===== src/lcs_defines.svh =====
`ifndef LCS_DEFINES_SVH
`define LCS_DEFINES_SVH

// ****************************************************************
// Register indices; byte address is four times the index
// ****************************************************************
`define LCS_IDX_CH2_HIGH   6'h05
`define LCS_IDX_CH2_LOW    6'h06
`define LCS_IDX_CH3_HIGH   6'h07
`define LCS_IDX_CH3_LOW    6'h08
`define LCS_IDX_STATUS     6'h10

// ****************************************************************
// Bus geometry and field layout
// ****************************************************************
`define LCS_ADDR_W         8
`define LCS_IDX_MSB        7
`define LCS_IDX_LSB        2
`define LCS_NUM_REGS       4
`define LCS_SEL_CH2_HIGH   0
`define LCS_SEL_CH2_LOW    1
`define LCS_SEL_CH3_HIGH   2
`define LCS_SEL_CH3_LOW    3
`define LCS_BYTE_RST       8'h00
`define LCS_CODE_W         10
`define LCS_CODE_RST       10'h000
`define LCS_STAT_CH3_LSB   16
`define LCS_HIGH_MSB       1
`define LCS_NOM_W          18
`define LCS_NOM_RST        18'h00000
`define LCS_STEP_10UA      18'h000f7
`define LCS_RESP_OKAY      2'h0
`define LCS_RESP_SLVERR    2'h2
`define LCS_WORD_RST       32'h00000000

`endif


===== src/lcs_pkg.sv =====
package lcs_pkg;

    // ****************************************************************
    // Channel state machines, one-hot
    // ****************************************************************
    typedef enum logic [1:0] {
        LCS_WR_IDLE = 2'b01,
        LCS_WR_RESP = 2'b10
    } lcs_wr_state_type;

    typedef enum logic [1:0] {
        LCS_RD_IDLE = 2'b01,
        LCS_RD_DATA = 2'b10
    } lcs_rd_state_type;

endpackage : lcs_pkg


===== src/lcs_byte_if.sv =====
`timescale 1ns/100ps

interface lcs_byte_if;
    logic       we;
    logic [7:0] wdata;
    logic [7:0] q;

    modport owner (input we, input wdata, output q);
    modport user  (output we, output wdata, input q);
    modport watch (input q);
endinterface : lcs_byte_if


===== src/lcs_byte_reg.sv =====
`timescale 1ns/100ps
`include "lcs_defines.svh"

module lcs_byte_reg (
    input  wire logic   aclk,
    input  wire logic   aresetn,
    input  wire logic   ce,
    lcs_byte_if.owner   bus
);
    logic [7:0] q_r;
    logic [7:0] q_nxt;

    // ****************************************************************
    // Storage, all eight bits kept so spare bits read back
    // ****************************************************************
    always_comb begin
        q_nxt = q_r;
        if (bus.we) begin
            q_nxt = bus.wdata;
        end
    end

    always_ff @(posedge aclk) begin
        if (!aresetn) begin
            q_r <= `LCS_BYTE_RST;
        end else if (ce) begin
            q_r <= q_nxt;
        end
    end

    assign bus.q = q_r;
endmodule : lcs_byte_reg


===== src/lcs_code_join.sv =====
`timescale 1ns/100ps
`include "lcs_defines.svh"

module lcs_code_join (
    input  wire logic                    aclk,
    input  wire logic                    aresetn,
    input  wire logic                    ce,
    lcs_byte_if.watch                    high,
    lcs_byte_if.watch                    low,
    output logic [`LCS_CODE_W-1:0]       code,
    output logic                         request,
    output logic [`LCS_NOM_W-1:0]        nominal_10ua
);
    logic [`LCS_CODE_W-1:0] code_r;
    logic [`LCS_CODE_W-1:0] code_nxt;
    logic                   request_r;
    logic                   request_nxt;
    logic [`LCS_NOM_W-1:0]  nominal_r;
    logic [`LCS_NOM_W-1:0]  nominal_nxt;

    // ****************************************************************
    // Setpoint forming
    // ****************************************************************
    always_comb begin
        code_nxt    = {high.q[`LCS_HIGH_MSB:0], low.q};
        request_nxt = (code_nxt != `LCS_CODE_RST);
        // Full code range kept, no clip; product fits 18 bits
        nominal_nxt = `LCS_NOM_W'(code_nxt) * `LCS_STEP_10UA;
    end

    always_ff @(posedge aclk) begin
        if (!aresetn) begin
            code_r    <= `LCS_CODE_RST;
            request_r <= 1'b0;
            nominal_r <= `LCS_NOM_RST;
        end else if (ce) begin
            code_r    <= code_nxt;
            request_r <= request_nxt;
            nominal_r <= nominal_nxt;
        end
    end

    assign code         = code_r;
    assign request      = request_r;
    assign nominal_10ua = nominal_r;
endmodule : lcs_code_join


===== src/lcs_setpoint_regs.sv =====
`timescale 1ns/100ps
`include "lcs_defines.svh"

module lcs_setpoint_regs (
    input  wire logic                    aclk,
    input  wire logic                    aresetn,
    input  wire logic                    ce,
    input  wire logic [`LCS_ADDR_W-1:0]  s_axi_awaddr,
    input  wire logic [2:0]              s_axi_awprot,
    input  wire logic                    s_axi_awvalid,
    output logic                         s_axi_awready,
    input  wire logic [31:0]             s_axi_wdata,
    input  wire logic [3:0]              s_axi_wstrb,
    input  wire logic                    s_axi_wvalid,
    output logic                         s_axi_wready,
    output logic [1:0]                   s_axi_bresp,
    output logic                         s_axi_bvalid,
    input  wire logic                    s_axi_bready,
    input  wire logic [`LCS_ADDR_W-1:0]  s_axi_araddr,
    input  wire logic [2:0]              s_axi_arprot,
    input  wire logic                    s_axi_arvalid,
    output logic                         s_axi_arready,
    output logic [31:0]                  s_axi_rdata,
    output logic [1:0]                   s_axi_rresp,
    output logic                         s_axi_rvalid,
    input  wire logic                    s_axi_rready,
    output logic [`LCS_CODE_W-1:0]       ch2_current_code,
    output logic                         ch2_current_request,
    output logic [`LCS_NOM_W-1:0]        ch2_current_nominal_10ua,
    output logic [`LCS_CODE_W-1:0]       ch3_current_code,
    output logic                         ch3_current_request,
    output logic [`LCS_NOM_W-1:0]        ch3_current_nominal_10ua
);

    // ****************************************************************
    // Declarations
    // ****************************************************************
    localparam int IDX_W = `LCS_IDX_MSB - `LCS_IDX_LSB + 1;
    localparam int STAT_CH3_MSB = `LCS_STAT_CH3_LSB + `LCS_CODE_W - 1;

    lcs_pkg::lcs_wr_state_type wr_state_r;
    lcs_pkg::lcs_wr_state_type wr_state_nxt;
    lcs_pkg::lcs_rd_state_type rd_state_r;
    lcs_pkg::lcs_rd_state_type rd_state_nxt;

    logic             aw_held_r;
    logic             aw_held_nxt;
    logic [IDX_W-1:0] aw_idx_r;
    logic [IDX_W-1:0] aw_idx_nxt;
    logic             w_held_r;
    logic             w_held_nxt;
    logic [7:0]       w_byte_r;
    logic [7:0]       w_byte_nxt;
    logic             w_lane0_r;
    logic             w_lane0_nxt;
    logic [1:0]       bresp_r;
    logic [1:0]       bresp_nxt;

    logic [31:0]      rdata_r;
    logic [31:0]      rdata_nxt;
    logic [1:0]       rresp_r;
    logic [1:0]       rresp_nxt;

    logic             aw_take;
    logic             w_take;
    logic             ar_take;
    logic             do_write;
    logic             wr_hit;
    logic [`LCS_NUM_REGS-1:0] wr_sel;
    logic [IDX_W-1:0] ar_idx;
    logic [7:0]       reg_q [`LCS_NUM_REGS];

    lcs_byte_if reg_if [`LCS_NUM_REGS] ();

    // ****************************************************************
    // Handshakes
    // ****************************************************************
    // Readies drop while ce is low so nothing is taken in a frozen cycle
    assign s_axi_awready = ce && (wr_state_r == lcs_pkg::LCS_WR_IDLE) && !aw_held_r;
    assign s_axi_wready  = ce && (wr_state_r == lcs_pkg::LCS_WR_IDLE) && !w_held_r;
    assign s_axi_arready = ce && (rd_state_r == lcs_pkg::LCS_RD_IDLE);

    assign aw_take  = s_axi_awvalid && s_axi_awready;
    assign w_take   = s_axi_wvalid && s_axi_wready;
    assign ar_take  = s_axi_arvalid && s_axi_arready;
    assign do_write = ce && (wr_state_r == lcs_pkg::LCS_WR_IDLE) && aw_held_r && w_held_r;

    // Valids drop with ce too, or a frozen slave would miss a taken answer;
    // Limitation: ce must stay high while an answer waits for valid to stand
    assign s_axi_bvalid = ce && (wr_state_r == lcs_pkg::LCS_WR_RESP);
    assign s_axi_bresp  = bresp_r;
    assign s_axi_rvalid = ce && (rd_state_r == lcs_pkg::LCS_RD_DATA);
    assign s_axi_rdata  = rdata_r;
    assign s_axi_rresp  = rresp_r;

    assign ar_idx = s_axi_araddr[`LCS_IDX_MSB:`LCS_IDX_LSB];

    // ****************************************************************
    // Write address decode
    // ****************************************************************
    always_comb begin
        wr_sel = '0;
        wr_hit = 1'b1;
        case (aw_idx_r)
            `LCS_IDX_CH2_HIGH: begin
                wr_sel[`LCS_SEL_CH2_HIGH] = 1'b1;
            end
            `LCS_IDX_CH2_LOW: begin
                wr_sel[`LCS_SEL_CH2_LOW] = 1'b1;
            end
            `LCS_IDX_CH3_HIGH: begin
                wr_sel[`LCS_SEL_CH3_HIGH] = 1'b1;
            end
            `LCS_IDX_CH3_LOW: begin
                wr_sel[`LCS_SEL_CH3_LOW] = 1'b1;
            end
            `LCS_IDX_STATUS: begin
                // Read-only word: write is accepted and dropped
                wr_hit = 1'b1;
            end
            default: begin
                wr_hit = 1'b0;
            end
        endcase
    end

    // ****************************************************************
    // Setpoint byte registers
    // ****************************************************************
    genvar g;
    generate
        for (g = 0; g < `LCS_NUM_REGS; g++) begin : g_reg
            // Lane 0 strobe gates the byte; other lanes carry nothing
            assign reg_if[g].we    = do_write && wr_sel[g] && w_lane0_r;
            assign reg_if[g].wdata = w_byte_r;
            assign reg_q[g]        = reg_if[g].q;

            lcs_byte_reg u_byte (
                .aclk    (aclk),
                .aresetn (aresetn),
                .ce      (ce),
                .bus     (reg_if[g])
            );
        end
    endgenerate

    // ****************************************************************
    // Setpoint forming per channel
    // ****************************************************************
    lcs_code_join u_ch2 (
        .aclk         (aclk),
        .aresetn      (aresetn),
        .ce           (ce),
        .high         (reg_if[`LCS_SEL_CH2_HIGH]),
        .low          (reg_if[`LCS_SEL_CH2_LOW]),
        .code         (ch2_current_code),
        .request      (ch2_current_request),
        .nominal_10ua (ch2_current_nominal_10ua)
    );

    lcs_code_join u_ch3 (
        .aclk         (aclk),
        .aresetn      (aresetn),
        .ce           (ce),
        .high         (reg_if[`LCS_SEL_CH3_HIGH]),
        .low          (reg_if[`LCS_SEL_CH3_LOW]),
        .code         (ch3_current_code),
        .request      (ch3_current_request),
        .nominal_10ua (ch3_current_nominal_10ua)
    );

    // ****************************************************************
    // Write channel
    // ****************************************************************
    // Address and data are latched apart, so either may come first
    always_comb begin
        wr_state_nxt = wr_state_r;
        aw_held_nxt  = aw_held_r;
        aw_idx_nxt   = aw_idx_r;
        w_held_nxt   = w_held_r;
        w_byte_nxt   = w_byte_r;
        w_lane0_nxt  = w_lane0_r;
        bresp_nxt    = bresp_r;
        if (aw_take) begin
            aw_held_nxt = 1'b1;
            aw_idx_nxt  = s_axi_awaddr[`LCS_IDX_MSB:`LCS_IDX_LSB];
        end
        if (w_take) begin
            w_held_nxt  = 1'b1;
            w_byte_nxt  = s_axi_wdata[7:0];
            w_lane0_nxt = s_axi_wstrb[0];
        end
        case (wr_state_r)
            lcs_pkg::LCS_WR_IDLE: begin
                if (do_write) begin
                    aw_held_nxt  = 1'b0;
                    w_held_nxt   = 1'b0;
                    bresp_nxt    = wr_hit ? `LCS_RESP_OKAY : `LCS_RESP_SLVERR;
                    wr_state_nxt = lcs_pkg::LCS_WR_RESP;
                end
            end
            lcs_pkg::LCS_WR_RESP: begin
                if (s_axi_bready) begin
                    wr_state_nxt = lcs_pkg::LCS_WR_IDLE;
                end
            end
            default: begin
                wr_state_nxt = lcs_pkg::LCS_WR_IDLE;
            end
        endcase
    end

    always_ff @(posedge aclk) begin
        if (!aresetn) begin
            wr_state_r <= lcs_pkg::LCS_WR_IDLE;
            aw_held_r  <= 1'b0;
            aw_idx_r   <= '0;
            w_held_r   <= 1'b0;
            w_byte_r   <= `LCS_BYTE_RST;
            w_lane0_r  <= 1'b0;
            bresp_r    <= `LCS_RESP_OKAY;
        end else if (ce) begin
            wr_state_r <= wr_state_nxt;
            aw_held_r  <= aw_held_nxt;
            aw_idx_r   <= aw_idx_nxt;
            w_held_r   <= w_held_nxt;
            w_byte_r   <= w_byte_nxt;
            w_lane0_r  <= w_lane0_nxt;
            bresp_r    <= bresp_nxt;
        end
    end

    // ****************************************************************
    // Read channel
    // ****************************************************************
    always_comb begin
        rd_state_nxt = rd_state_r;
        rdata_nxt    = rdata_r;
        rresp_nxt    = rresp_r;
        case (rd_state_r)
            lcs_pkg::LCS_RD_IDLE: begin
                if (ar_take) begin
                    rdata_nxt    = `LCS_WORD_RST;
                    rresp_nxt    = `LCS_RESP_OKAY;
                    rd_state_nxt = lcs_pkg::LCS_RD_DATA;
                    case (ar_idx)
                        `LCS_IDX_CH2_HIGH: begin
                            rdata_nxt[7:0] = reg_q[`LCS_SEL_CH2_HIGH];
                        end
                        `LCS_IDX_CH2_LOW: begin
                            rdata_nxt[7:0] = reg_q[`LCS_SEL_CH2_LOW];
                        end
                        `LCS_IDX_CH3_HIGH: begin
                            rdata_nxt[7:0] = reg_q[`LCS_SEL_CH3_HIGH];
                        end
                        `LCS_IDX_CH3_LOW: begin
                            rdata_nxt[7:0] = reg_q[`LCS_SEL_CH3_LOW];
                        end
                        `LCS_IDX_STATUS: begin
                            // Shows the setpoints actually driven out
                            // Lags a write by one more cycle than the bytes
                            rdata_nxt[`LCS_CODE_W-1:0] = ch2_current_code;
                            rdata_nxt[STAT_CH3_MSB:`LCS_STAT_CH3_LSB] = ch3_current_code;
                        end
                        default: begin
                            rresp_nxt = `LCS_RESP_SLVERR;
                        end
                    endcase
                end
            end
            lcs_pkg::LCS_RD_DATA: begin
                if (s_axi_rready) begin
                    rd_state_nxt = lcs_pkg::LCS_RD_IDLE;
                end
            end
            default: begin
                rd_state_nxt = lcs_pkg::LCS_RD_IDLE;
            end
        endcase
    end

    always_ff @(posedge aclk) begin
        if (!aresetn) begin
            rd_state_r <= lcs_pkg::LCS_RD_IDLE;
            rdata_r    <= `LCS_WORD_RST;
            rresp_r    <= `LCS_RESP_OKAY;
        end else if (ce) begin
            rd_state_r <= rd_state_nxt;
            rdata_r    <= rdata_nxt;
            rresp_r    <= rresp_nxt;
        end
    end

endmodule : lcs_setpoint_regs


===== config.mk =====
export PLATFORM = sky130hd
export DESIGN_NAME = lcs_setpoint_regs
export DESIGN_NICKNAME = d
export VERILOG_FILES = /design/src/lcs_pkg.sv /design/src/lcs_byte_if.sv /design/src/lcs_byte_reg.sv /design/src/lcs_code_join.sv /design/src/lcs_setpoint_regs.sv
export VERILOG_INCLUDE_DIRS = /design/src
export SDC_FILE = /design/constraint.sdc
export NUM_CORES = 1
export LEC_CHECK = 0
export BUFFER_PORTS_ARGS = -buffer_cell sky130_fd_sc_hd__buf_2
export CORE_MARGIN = 8
export CORE_UTILIZATION = 52
export DETAILED_ROUTE_END_ITERATION = 12
export PLACE_DENSITY = 0.79
export SLEW_MARGIN = 0
export SYNTH_ARGS = -nofsm -noshare
export SYNTH_HDL_FRONTEND = slang
export SYNTH_SLANG_ARGS = --single-unit

===== constraint.sdc =====
create_clock -name aclk -period 4.7 [get_ports aclk]
set_input_delay 0.94 -clock aclk [delete_from_list [all_inputs] [get_ports aclk]]
set_output_delay 0.94 -clock aclk [all_outputs]
set_load 0.02 [all_outputs]

==> results of run 1 <==
-- through the flow --
stage	cells	instance area [sq um]	power, mW	utilization	hold WS, ns
2_1_floorplan	1015	9700	1.29	-	0.439
3_3_place_gp	1332	10500	1.33	0.567	0.431
3_5_place_dp	1332	10500	1.33	0.567	0.438
4_1_cts	1364	11100	2.68	0.600	0.453
5_1_grt	1364	11100	2.75	0.600	0.479
6_report	1364	11100	2.66	0.600	0.447
-- area by class of cell --
class	count	area, sq um
fillers	1542	7380
multi-input cells	712	6360
flip-flops and latches	131	2620
repair buffers	139	763
inverters	116	435
clock buffers	18	429
well taps	234	293
clock inverters	14	166
-- cell usage in the layout, fill, tap and decap left out, types with 4 or more instances in the layout --
master	instances
sky130_fd_sc_hd__mux2i_1	60
sky130_fd_sc_hd__nand2b_1	5
sky130_fd_sc_hd__xor2_1	10
sky130_fd_sc_hd__nand2_1	59
sky130_fd_sc_hd__inv_1	115
sky130_fd_sc_hd__and4_1	4
sky130_fd_sc_hd__a31oi_1	5
sky130_fd_sc_hd__a21o_1	8
sky130_fd_sc_hd__conb_1	14
sky130_fd_sc_hd__nand3_1	47
sky130_fd_sc_hd__xnor2_1	9
sky130_fd_sc_hd__mux2_2	6
sky130_fd_sc_hd__and2_1	5
sky130_fd_sc_hd__a21oi_1	32
sky130_fd_sc_hd__buf_2	112
sky130_fd_sc_hd__nor2_1	20
sky130_fd_sc_hd__o21a_1	8
sky130_fd_sc_hd__dfxtp_1	131
sky130_fd_sc_hd__clkbuf_16	17
sky130_fd_sc_hd__nand3b_1	5
sky130_fd_sc_hd__nand4_1	4
sky130_fd_sc_hd__a211oi_1	8
sky130_fd_sc_hd__a22oi_1	17
sky130_fd_sc_hd__ha_1	104
sky130_fd_sc_hd__buf_4	27
sky130_fd_sc_hd__o21ai_0	30
sky130_fd_sc_hd__a21boi_0	31
sky130_fd_sc_hd__o2111ai_1	4
sky130_fd_sc_hd__inv_6	5
sky130_fd_sc_hd__o211a_1	11
sky130_fd_sc_hd__o211ai_1	14
sky130_fd_sc_hd__nor2b_1	70
sky130_fd_sc_hd__nor3_1	8
sky130_fd_sc_hd__fa_1	75
-- power by group --
group	internal [mW]	leakage [nW]	switching, mW
clock network	0.800	0.288	0.556
registers	1.13	1.06	0.0168
logic	0.0566	4.36	0.105
total	1.98	5.71	0.678
-- worst max-delay path, cell delays in order, from the launching register on --
cell and delay [ns]:
sky130_fd_sc_hd__dfxtp_1 0.61, sky130_fd_sc_hd__inv_1 0.19, sky130_fd_sc_hd__fa_1 0.48, sky130_fd_sc_hd__fa_1 0.50, sky130_fd_sc_hd__inv_1 0.05, sky130_fd_sc_hd__fa_1 0.47, sky130_fd_sc_hd__inv_1 0.05, sky130_fd_sc_hd__fa_1 0.48
sky130_fd_sc_hd__inv_1 0.04, sky130_fd_sc_hd__ha_1 0.37, sky130_fd_sc_hd__and4_1 0.26, sky130_fd_sc_hd__and3_1 0.19, sky130_fd_sc_hd__nor2b_1 0.13, sky130_fd_sc_hd__a211oi_1 0.24, sky130_fd_sc_hd__xnor2_1 0.18, sky130_fd_sc_hd__o21ai_0 0.10
-- final timing paths --
path / end / cells after the start / startpoint / slack (ns)
worst min-delay path: u_ch3.nominal_10ua[17] / 2 / u_ch3.nominal_10ua[17] / 0.45
worst min register to register: u_ch3.nominal_10ua[17] / 2 / u_ch3.nominal_10ua[17] / 0.45
worst max-delay path: u_ch2.nominal_10ua[17] / 15 / g_reg[1].u_byte.bus.q[6] / 0.22
worst max register to register: u_ch2.nominal_10ua[17] / 15 / g_reg[1].u_byte.bus.q[6] / 0.22
-- logic make-up after synthesis --
kind of cell,share of synthesized area
and+or+nand+nor,0.142
AOI/OAI and AO/OA,0.133
adders and majority gates,0.292
buffers and inverters,0.0746
DFF,0.272
muxes,0.0693
xor gates and xnor gates,0.0172
other,0.000389
-- routing by layer --
metal / GRT usage / vias to the layer above
met2: 0.337 / 195
met1: 0.256 / 3541
met4: 0.0690 / 0
met5: 0 / -
li1: - / 3618
met3: 0.0423 / 30
-- timing repair --
action | CTS | global route
endpoints found under the hold margin | 0 | 0
hold buffers | 0 | 0
resized for setup | 0 | 3
setup endpoints to repair | 0 | 2
-- flip-flops by register name, indices dropped and copies added (netlist names), 2 cells and up --
signal and count:
u_ch2.code 9, rd_state_r 2, s_axi_rdata 20, u_ch3.nominal_10ua 17, u_ch3.code 10, reg_if.wdata 8
g.u_byte.bus.q 32, wr_state_r 2, u_ch2.nominal_10ua 18, aw_idx_r 6
==> results.md, run 1 <==
- The number of setup violations in the final report is 0.
- TritonCTS built the clock tree.
- The power per cell area is 240 nW/um^2.
- The iteration-0 DRC count of the detailed router is 365.
- The via count of the routed design is 7,384.
- For this block, wires on met1 add up to 10,500 um.
- The count of endpoints failing hold in the final timing report is 0.
- The cell area after synthesis is 9650 sq um.
- In this run the worst path has a maximum fanout of 7.
- Based on the critical path, the design can be clocked at up to 223 MHz.
- The via count of the first global-routing pass is 7,661.
- The largest net degree at the start of global routing is 83.
- The post-CTS setup buffer count is 0.
- The number of storage elements in the synthesis netlist is 131.
- The chip width is 152 um.
- By count the netlist is led by 131 x sky130_fd_sc_hd__dfxtp_1, 115 x sky130_fd_sc_hd__inv_1, 105 x sky130_fd_sc_hd__ha_1.
- The share of the Yosys chip area taken by registers is 0.272.
- The detailed-routing iteration count for the pre-antenna-repair pass is 5.
- Setup total negative slack on the finished layout was measured at 0 ns.
- The floorplan step defined a die boundary enclosing 23,200 sq um.
- Port buffering added 113 buffers.
- The number of pins exceeding their max-slew limit in the final report came to 0.
- The routability congestion estimate is 0.876.
- The number of unique standard cell types used by synthesis is 60.
- Data on the critical path arrives at its endpoint at 4.77 ns.
- The worst setup path is captured at a flop.
- In the routed design, unresolved DRC markers number 0.
- The height of the die is 152 um.
- For this run, the number of Yosys warnings is 0.
- The core region area is 18,500 sq um.
- The net count reported at finish is 1,363.
- The reported max-cap violation count is 0.
- Setup repair after global routing left no endpoint under its margin.
- After legalization and detailed placement, the total HPWL measured 17,700 um.
- The worst slew margin relative to its limit is 0.538.
- The total global routing overflow is 0.
- The share of final-layout standard cells stronger than drive strength 1 is 0.172.
- The insertion delay to the later sink of the worst-skew pair is 0.42 ns.
- The worst setup path is launched from a flop.
- Compared with the post-synthesis result, the final layout area differs by 14.8%.
- Detailed routing placed a total of 1150 um of wire on met3.
- At the pin with the least slew margin, the transition time is 0.689 ns.
- The class of the worst hold path is reg -> reg.
- A synthesized cell averages 9.63 sq um.
- The H-tree generated during clock tree synthesis spans 4 levels.
- The number of top-level pins is 165.
- In this run, synthesis inferred 0 flip-flops with an integrated enable.
- For the final database, setup skew stands at 0.0112 ns.
- Data on the critical path is required at its endpoint by 4.98 ns.
- The portion of the clock cycle consumed by the worst path in the final layout is 0.953.
- The run finished with clean final reports.
- Signal routing reaches up to met4.
- The maximum buffer depth of the clock tree is 2.
- For this block, the routed nets add up to 23,000 um of wire.
- The worst-case IR drop observed on VDD is 0.314 mV.
- For this configuration, the core starts out at a cell density of 0.523.
- Of the post-synthesis cell area, the dominant cell type holds 0.272.
- The ratio of routed vias to standard cells is 5.41.
- Clock tree synthesis found a total of 131 sinks.
- The antenna diode instance count is 0.
- The cell count after synthesis is 1,002.
- Wire segments on met2 add up to 10,900 um in the final route.
- The total number of placement rows is 50.
- Prior to clock tree synthesis, the placed netlist has a worst setup slack of 0.159 ns.
- The top cell type by total area after synthesis is sky130_fd_sc_hd__dfxtp_1.
- The detail route stage leaves a number of antenna-violating nets equal to 0.
- TritonCTS created 17 clock buffers.
- The final critical delay including setup and external delays is 4.48 ns.
- The root buffer cell chosen for the clock tree is sky130_fd_sc_hd__clkbuf_16.
- The post-layout worst setup margin is 0.219 ns.
- The first-pass GRT wire length is 38,600 um.
- By startpoint and endpoint, the worst setup path is classified as reg -> reg.
- For this run, the total global-route usage over all layers was measured as 0.202.
- The per-cell routed wire length is 16.9 um.
- In the post-synthesis netlist, the biggest area contributors are sky130_fd_sc_hd__dfxtp_1 27%, sky130_fd_sc_hd__fa_1 16%, sky130_fd_sc_hd__ha_1 14%.
- The analysis attributes to cell leakage a power of 5.71 nW.
- The register clock-pin slew on the reported worst setup and hold paths is 0.06 ns.
- Of all flip-flops after synthesis, the portion carrying an async set or reset was 0.
- The most common flop cell mapped by yosys is sky130_fd_sc_hd__dfxtp_1.
- The number of antenna violations at the first check in global routing came to 0.
- The cell with the most instances after synthesis is sky130_fd_sc_hd__dfxtp_1.
(Power assumes the default switching activity.)
==> inputs of run 2 (changes only) <==
Settings changed: PLACE_DENSITY 0.79 to 0.78.
==> run 2 against run 1 <==
Against the previous run: final area down 0.35%; critical path type unchanged; sequential share of layout area up 0.095 points; via count up 1.6%; maximum frequency up 0.93%; largest power group unchanged; highest routed layer unchanged; worst setup slack better by 0.041 ns; clock skew down 0.00067 ns; critical endpoint is now u_ch2.nominal_10ua[14]; utilization down 0.21 points; count of clock-buffer cells in the layout down 1.
==> results.md, run 2 (synthesized netlist as in run 1, its figures left out) <==
- The type of destination of the critical path is a flop.
- The power after layout is 2.58 mW (-3.0%).
- The largest net degree at the start of global routing came to 117 (+41%).
- The clock network fraction of total power is 0.495 (-0.014).
- The number of pins exceeding their max-slew limit in the final report is 0 (unchanged).
- The ratio of routed vias to standard cells was 5.51 (+1.7%).
- The net switching power is 698 uW (+3.0%).
- The sum of net half-perimeters after detailed placement came to 17,500 um (-1.2%).
- The count of endpoints failing hold in the final timing report is 0 (unchanged).
- The flow ran to the end, and the final reports show no timing, DRC or antenna violations.
- The total global routing overflow is 0 (unchanged).
- The number of buffer cells added on primary ports is 113 (unchanged).
- The count of fill cells added during filler insertion is 1,567 (+1.6%).
- The worst hold path cell count is 2 (unchanged).
- The class of the worst hold path is reg -> reg.
- The total CTS buffers is 17 (unchanged).
- The starting utilization of the core area is 0.523 (unchanged).
- The CTS tree is done.
- The transition time of the tightest slew-check pin is 1.03 ns (+0.341 ns).
- The endpoint identified for the worst register-to-register timing path is u_ch2.nominal_10ua[14].
- The routability congestion estimate was 0.863 (-1.5%).
- The detailed-routing iteration count for the pre-antenna-repair pass is 5 (unchanged).
- The worst reg2reg path depth was 14 (-1).
- The number of antenna violations at the first check in global routing is 0 (unchanged).
- The number of levels the H-tree was split into is 4 (unchanged).
- The number of clock sinks is 131 (unchanged).
- The maximum buffer depth of the clock tree is 2 (unchanged).
- The height of the die is 152 um (unchanged).
- The required time at the endpoint of the critical path is 4.98 ns (about the same).
- The cell-internal power is 1.89 mW (-5.0%).
- The post-layout worst setup margin was 0.261 ns (+0.0413 ns).
- The area of the die was 23,200 sq um (unchanged).
- The clock root buffer is sky130_fd_sc_hd__clkbuf_16.
- The number of DRC violations after detailed routing is 0 (unchanged).
- The cell leakage power is 5.69 nW (-0.37%).
- The antenna diode instance count is 0 (unchanged).
- The library cells used most frequently in the layout, excluding fill and tap cells, are 130 x sky130_fd_sc_hd__dfxtp_1, 115 x sky130_fd_sc_hd__inv_1, 112 x sky130_fd_sc_hd__buf_2.
- The terminating pin of the worst hold path is u_ch2.nominal_10ua[10].
- The share of final-layout standard cells stronger than drive strength 1 is 0.173 (+0.00119).
- The post-CTS setup buffer count is 0 (unchanged).
- The net count reported at finish came to 1,361 (-0.15%).
- The worst endpoint data arrival time is 4.72 ns (-0.05 ns).
- The maximum ir drop on the vdd rail is 0.244 mV (-22%).
- The total number of placement rows is 50 (unchanged).
- The number of hold-repair buffers added at the cts stage is 0 (unchanged).
- The via count of the first global-routing pass came to 7,657 (-0.052%).
- The reported max-cap violation count is 0 (unchanged).
- The switching part of the total is 0.270 (+0.0155).
- The chip width is 152 um (unchanged).
- The startpoint of the lowest-slack register-to-register path is g_reg[1].u_byte.bus.q[1].
- The iteration-0 DRC count of the detailed router was 377 (+3.3%).
- The total negative setup slack is 0 ns (unchanged).
- The final critical delay including setup and external delays is 4.44 ns (-0.0413 ns).
- The via count of the routed design was 7,501 (+1.6%).
- The launching element type of the critical path is a flop.
- The number of flip-flops under the largest register name came to 32 (unchanged).
- The power per cell area is 234 nW/um^2 (-2.6%).
- The portion of the clock cycle consumed by the worst path in the final layout is 0.945 (-0.00879).
- The clock skew is 0.0105 ns (-0.000671 ns).
- The worst reg-to-reg setup slack is 0.26 ns (+0.04 ns).
- The worst hold slack is 0.452 ns (+0.00426 ns).
- The proportion of power drawn by combinational gates is 0.062 (about the same).
- The maximum fanout encountered on the critical timing path is 8 (+1).
- In this run the most critical hold path is launched from u_ch2.nominal_10ua[10].
- The worst slew margin relative to its limit is 0.313 (-0.225).
- The number of top-level pins is 165 (unchanged).
- The highest achievable clock rate is 225 MHz (+0.93%).
- The worst setup slack before clock tree synthesis is 0.158 ns (-0.00156 ns).
- The portion of total power attributed to sequential cells came to 0.443 (+0.013).
- The total wirelength of the detailed-routed design is 23,000 um (about the same).
- The register clock-pin slew on the reported worst setup and hold paths came to 0.06 ns (about the same).
- The core region area was 18,500 sq um (unchanged).
- The number of setup violations in the final report is 0 (unchanged).
- Compared with the post-synthesis result, the final layout area differs by 14.4%.
- The type of the setup path with the least slack is reg -> reg.
- Setup repair after global routing left no endpoint under its margin.
- The count of antenna-violating nets left after detailed routing was 0 (unchanged).
- The overall global routing resource usage is 0.201 (-0.000777).
- The per-cell routed wire length was 16.9 um (+0.15%).
- Leaving out fill and tap cells, the most frequent cell in the layout is sky130_fd_sc_hd__dfxtp_1.
- The insertion delay to the later sink of the worst-skew pair came to 0.42 ns (about the same).
- The first-pass GRT wire length was 38,300 um (-0.73%).
==> run 2: worst max-delay path by stage <==
stage / to / startpoint / cells past startpoint
6_report: u_ch2.nominal_10ua[14] / g_reg[1].u_byte.bus.q[1] / 14
5_1_grt: u_ch2.nominal_10ua[14] / g_reg[1].u_byte.bus.q[2] / 14
4_1_cts: u_ch2.nominal_10ua[13] / g_reg[1].u_byte.bus.q[2] / 15
3_5_place_dp: u_ch2.nominal_10ua[13] / g_reg[1].u_byte.bus.q[1] / 15
3_3_place_gp: u_ch2.nominal_10ua[13] / g_reg[1].u_byte.bus.q[3] / 15
2_1_floorplan: u_ch2.nominal_10ua[13] / g_reg[1].u_byte.bus.q[1] / 15
==> run 2: what timing repair did <==
action                     CTS  global route
hold endpoints to repair     0             0
setup endpoints to repair    0             2
gates resized for setup      0             4
==> run 2: worst max-delay path, cell delays in order, from the launching register on <==
cell and delay [ns]:
sky130_fd_sc_hd__dfxtp_1 0.32, sky130_fd_sc_hd__buf_4 0.17, sky130_fd_sc_hd__fa_1 0.51, sky130_fd_sc_hd__fa_1 0.52, sky130_fd_sc_hd__fa_1 0.54, sky130_fd_sc_hd__inv_1 0.05
sky130_fd_sc_hd__fa_1 0.52, sky130_fd_sc_hd__inv_1 0.04, sky130_fd_sc_hd__ha_1 0.35, sky130_fd_sc_hd__and2_1 0.18, sky130_fd_sc_hd__o2111ai_1 0.20, sky130_fd_sc_hd__o211ai_1 0.22
sky130_fd_sc_hd__o41ai_1 0.39, sky130_fd_sc_hd__xor2_1 0.19, sky130_fd_sc_hd__o21ai_0 0.09
==> run 2: per-stage QoR <==
stage	area (sq um)	std cells	utilization
2_1_floorplan	9700	1015	-
3_3_place_gp	10500	1330	0.566
3_5_place_dp	10500	1330	0.566
4_1_cts	11000	1362	0.597
5_1_grt	11000	1362	0.598
6_report	11000	1362	0.598
==> run 2: final cells by class <==
type / count / area [sq um] / area share
Multi-Input combinational cell: 712 / 6370 / 0.577
Clock inverter: 15 / 143 / 0.0129
Clock buffer: 17 / 425 / 0.0386
Sequential cell: 131 / 2620 / 0.238
Inverter: 116 / 435 / 0.0395
Timing Repair Buffer: 137 / 748 / 0.0678
Tap cell: 234 / 293 / 0.0265
==> run 2: power groups by stage <==
stage | clock [mW] | combinational [mW] | sequential (mW)
CTS | 1.30 | 0.161 | 1.14
global route | 1.35 | 0.176 | 1.15
global placement | 0 | 0.159 | 1.17
detailed placement | 0 | 0.160 | 1.17
floorplan | 0 | 0.112 | 1.17
finish | 1.28 | 0.160 | 1.14
==> run 2: metal layers <==
metal  track usage  vias to the layer above  wire (um)
li1              -                     3610          -
met1         0.248                     3631      10300
met2         0.334                      221      10900
met3        0.0485                       39       1250
met4        0.0809                        0        537
met5             0                        -          0
==> inputs of run 3 (changes only) <==
Settings changed: BUFFER_PORTS_ARGS -buffer_cell sky130_fd_sc_hd__buf_2 to default, CORE_UTILIZATION 52 to 59, DONT_BUFFER_PORTS from default to 1.
==> run 3 against run 2 <==
Against the previous run: count of clock-buffer cells in the layout grew 2; die area shrank 11%; critical path type unchanged; non-clock buffer count shrank 113; global-route usage grew 1.9 points; via count shrank 7.7%; combinational power shrank 43%.
==> results.md, run 3 (synthesized netlist as in run 1, its figures left out) <==
- The first-pass GRT wire length came to 35,500 um (-7.2%).
- The worst reg-to-reg setup slack was 0.25 ns (about the same).
- The tightest min-delay check is of the reg -> reg type.
- The number of hold-repair buffers added at the cts stage was 0 (unchanged).
- The cell leakage power is 5.11 nW (-10%).
- The maximum buffer depth of the clock tree is 2 (unchanged).
- The number of antenna violations at the first check in global routing is 0 (unchanged).
- The share of final-layout standard cells stronger than drive strength 1 is 0.0768 (-0.0960).
- The number of setup violations in the final report is 0 (unchanged).
- The iteration-0 DRC count of the detailed router is 414 (+9.8%).
- The worst endpoint data arrival time was 4.74 ns (+0.02 ns).
- The top cell types in the final layout, fill and taps aside, are 131 x sky130_fd_sc_hd__dfxtp_1, 115 x sky130_fd_sc_hd__inv_1, 105 x sky130_fd_sc_hd__ha_1.
- The maximum ir drop on the vdd rail is 0.253 mV (+3.8%).
- The number of flip-flops under the largest register name is 32 (unchanged).
- The worst setup path is launched from a flop.
- The post-CTS setup buffer count came to 0 (unchanged).
- The count of endpoints failing hold in the final timing report is 0 (unchanged).
- The highest achievable clock rate was 225 MHz (-0.21%).
- The ratio of routed vias to standard cells was 5.63 (+2.1%).
- The power per cell area was 241 nW/um^2 (+2.8%).
- The signal on the critical path passes through inv_1, fa_1, fa_1, inv_1, fa_1, inv_1, fa_1, inv_1, ha_1, and4_1, and3_1, nor2b_1, a211oi_1, xnor2_1, o21ai_0.
- The type of the setup path with the least slack is reg -> reg.
- The number of DRC violations after detailed routing is 0 (unchanged).
- The reported max-cap violation count is 0 (unchanged).
- The register clock-pin slew on the reported worst setup and hold paths is 0.06 ns (about the same).
- The worst hold path begins at w_lane0_r.
- The count of antenna-violating nets left after detailed routing is 0 (unchanged).
- The total negative setup slack came to 0 ns (unchanged).
- STA classifies the critical path endpoint as a flop.
- For this design, the slowest cell found on the critical path is sky130_fd_sc_hd__dfxtp_1.
- The count of fill cells added during filler insertion was 1,286 (-18%).
- The area of the die was 20,700 sq um (-11%).
- The net count reported at finish was 1,248 (-8.3%).
- The total global routing overflow is 0 (unchanged).
- The multi-input logic area is 6360 sq um (about the same).
- The starting utilization of the core area is 0.605 (+0.0824).
- The delay contributed by the slowest stage of the critical path was 0.57 ns (+0.03 ns).
- The antenna diode instance count is 0 (unchanged).
- The post-layout worst setup margin came to 0.251 ns (-0.00948 ns).
- The clock skew is 0.00767 ns (-0.00282 ns).
- The CTS tree is done.
- The chip width is 144 um (-5.5%).
- The number of pins exceeding their max-slew limit in the final report was 0 (unchanged).
- The overall global routing resource usage is 0.220 (+0.0186).
- The portion of the clock cycle consumed by the worst path in the final layout was 0.947 (+0.00202).
- The transition time of the tightest slew-check pin came to 0.749 ns (-0.281 ns).
- The number of buffers and inverters on the critical path is 4 (+1).
- Setup repair after global routing left no endpoint under its margin.
- The most common library cell in the layout ignoring fill and taps is sky130_fd_sc_hd__dfxtp_1.
- The routability congestion estimate was 0.854 (-0.97%).
- The per-cell routed wire length is 17.8 um (+5.1%).
- The insertion delay to the later sink of the worst-skew pair is 0.43 ns (about the same).
- The worst slew margin relative to its limit is 0.499 (+0.186).
- The number of top-level pins is 165 (unchanged).
- The number of levels the H-tree was split into is 4 (unchanged).
- The required time at the endpoint of the critical path was 4.99 ns (about the same).
- The worst setup slack before clock tree synthesis was 0.200 ns (+0.0425 ns).
- The number of clock sinks is 131 (unchanged).
- Broken down by cell family, the worst path's largest delay share belongs to adder cells.
- The worst hold path cell count came to 2 (unchanged).
- The core region area is 15,900 sq um (-14%).
- The clock root buffer is sky130_fd_sc_hd__clkbuf_16.
- The via count of the routed design came to 6,925 (-7.7%).
- The power after layout is 2.51 mW (-2.8%).
- The end of the worst register-to-register path is u_ch2.nominal_10ua[17].
- The area added between synthesis and finish is 8.18%.
- The worst reg2reg path depth is 15 (+1).
- The utilization of the core after routing came to 0.655 (+0.0568).
- The height of the die was 144 um (-5.5%).
- The worst register-to-register path begins at g_reg[1].u_byte.bus.q[5].
- The number of buffer cells added on primary ports was 0 (-100%).
- The register cell area after layout is 2620 sq um (about the same).
- The via count of the first global-routing pass came to 6,967 (-9.0%).
- The flow ran to the end, and the final reports show no timing, DRC or antenna violations.
- The total CTS buffers came to 17 (unchanged).
- The sum of net half-perimeters after detailed placement was 16,800 um (-4.1%).
- The maximum fanout encountered on the critical timing path came to 8 (unchanged).
- The total number of placement rows came to 46 (-8.0%).
- The total wirelength of the detailed-routed design is 21,900 um (-5.0%).
- The final critical delay including setup and external delays is 4.45 ns (+0.00948 ns).
- The largest net degree at the start of global routing is 133 (+14%).
- The detailed-routing iteration count for the pre-antenna-repair pass is 5 (unchanged).
- The path with the worst hold slack has its endpoint at w_lane0_r.
run 3: cell types whose count changed in the layout (fill, tap and decap cells not counted), sizes merged:
cell    previous run  this run
buf              137        24
clkinv             4         6
clkbuf            17        19
inv              125       120
bufinv             0         1
run 3: area by class of cell:
class	instances	share of cell area
Multi-Input combinational cell	712	0.609
Sequential cell	131	0.251
Clock buffer	19	0.0424
Inverter	116	0.0417
Tap cell	216	0.0259
Timing Repair Buffer	24	0.0173
Clock inverter	13	0.0120
run 3: repair_timing:
| item | 4_1_cts | 5_1_grt |
|---|---|---|
| hold endpoints to repair | 0 | 0 |
| endpoints found under the setup margin | 0 | 1 |
| resized for setup | 0 | 2 |
run 3: layer usage:
metal	GRT usage	vias to the layer above	part of all wire
met5	0	-	0
li1	-	3385	-
met1	0.275	3321	0.45
met3	0.0637	34	0.070
met2	0.350	185	0.46
met4	0.0858	0	0.021
run 3: where the power goes:
group / leakage (nW) / switching, mW / total (mW) / internal, mW
sequential: 1.06 / 0.0292 / 1.16 / 1.13
combinational: 3.78 / 0.0519 / 0.0911 / 0.0392
clock: 0.275 / 0.516 / 1.26 / 0.748
run 3: tightest hold or removal path, cell delays in order (launching register included):
cell	delay, ns
sky130_fd_sc_hd__dfxtp_1	0.31
sky130_fd_sc_hd__nand2_1	0.05
sky130_fd_sc_hd__a21boi_0	0.06
run 3: metrics by stage:
| stage | hold slack, ns | std cells | cell area (sq um) |
|---|---|---|---|
| 4_1_cts | 0.479 | 1231 | 10400 |
| 3_5_place_dp | 0.470 | 1199 | 9860 |
| 2_1_floorplan | 0.439 | 1015 | 9700 |
| 5_1_grt | 0.486 | 1231 | 10400 |
| 6_report | 0.478 | 1231 | 10400 |
| 3_3_place_gp | 0.462 | 1199 | 9860 |
run 3: worst max path at each step:
stage,start,endpoint,slack (ns),depth (start not counted)
after CTS,g_reg[1].u_byte.bus.q[1],u_ch2.nominal_10ua[13],0.17,15
after global placement,g_reg[1].u_byte.bus.q[1],u_ch2.nominal_10ua[13],0.22,15
final,g_reg[1].u_byte.bus.q[5],u_ch2.nominal_10ua[17],0.25,15
after detailed placement,g_reg[1].u_byte.bus.q[1],u_ch2.nominal_10ua[13],0.20,15
after global routing,g_reg[1].u_byte.bus.q[5],u_ch2.nominal_10ua[17],0.01,15
after floorplan,g_reg[1].u_byte.bus.q[1],u_ch2.nominal_10ua[13],0.27,15
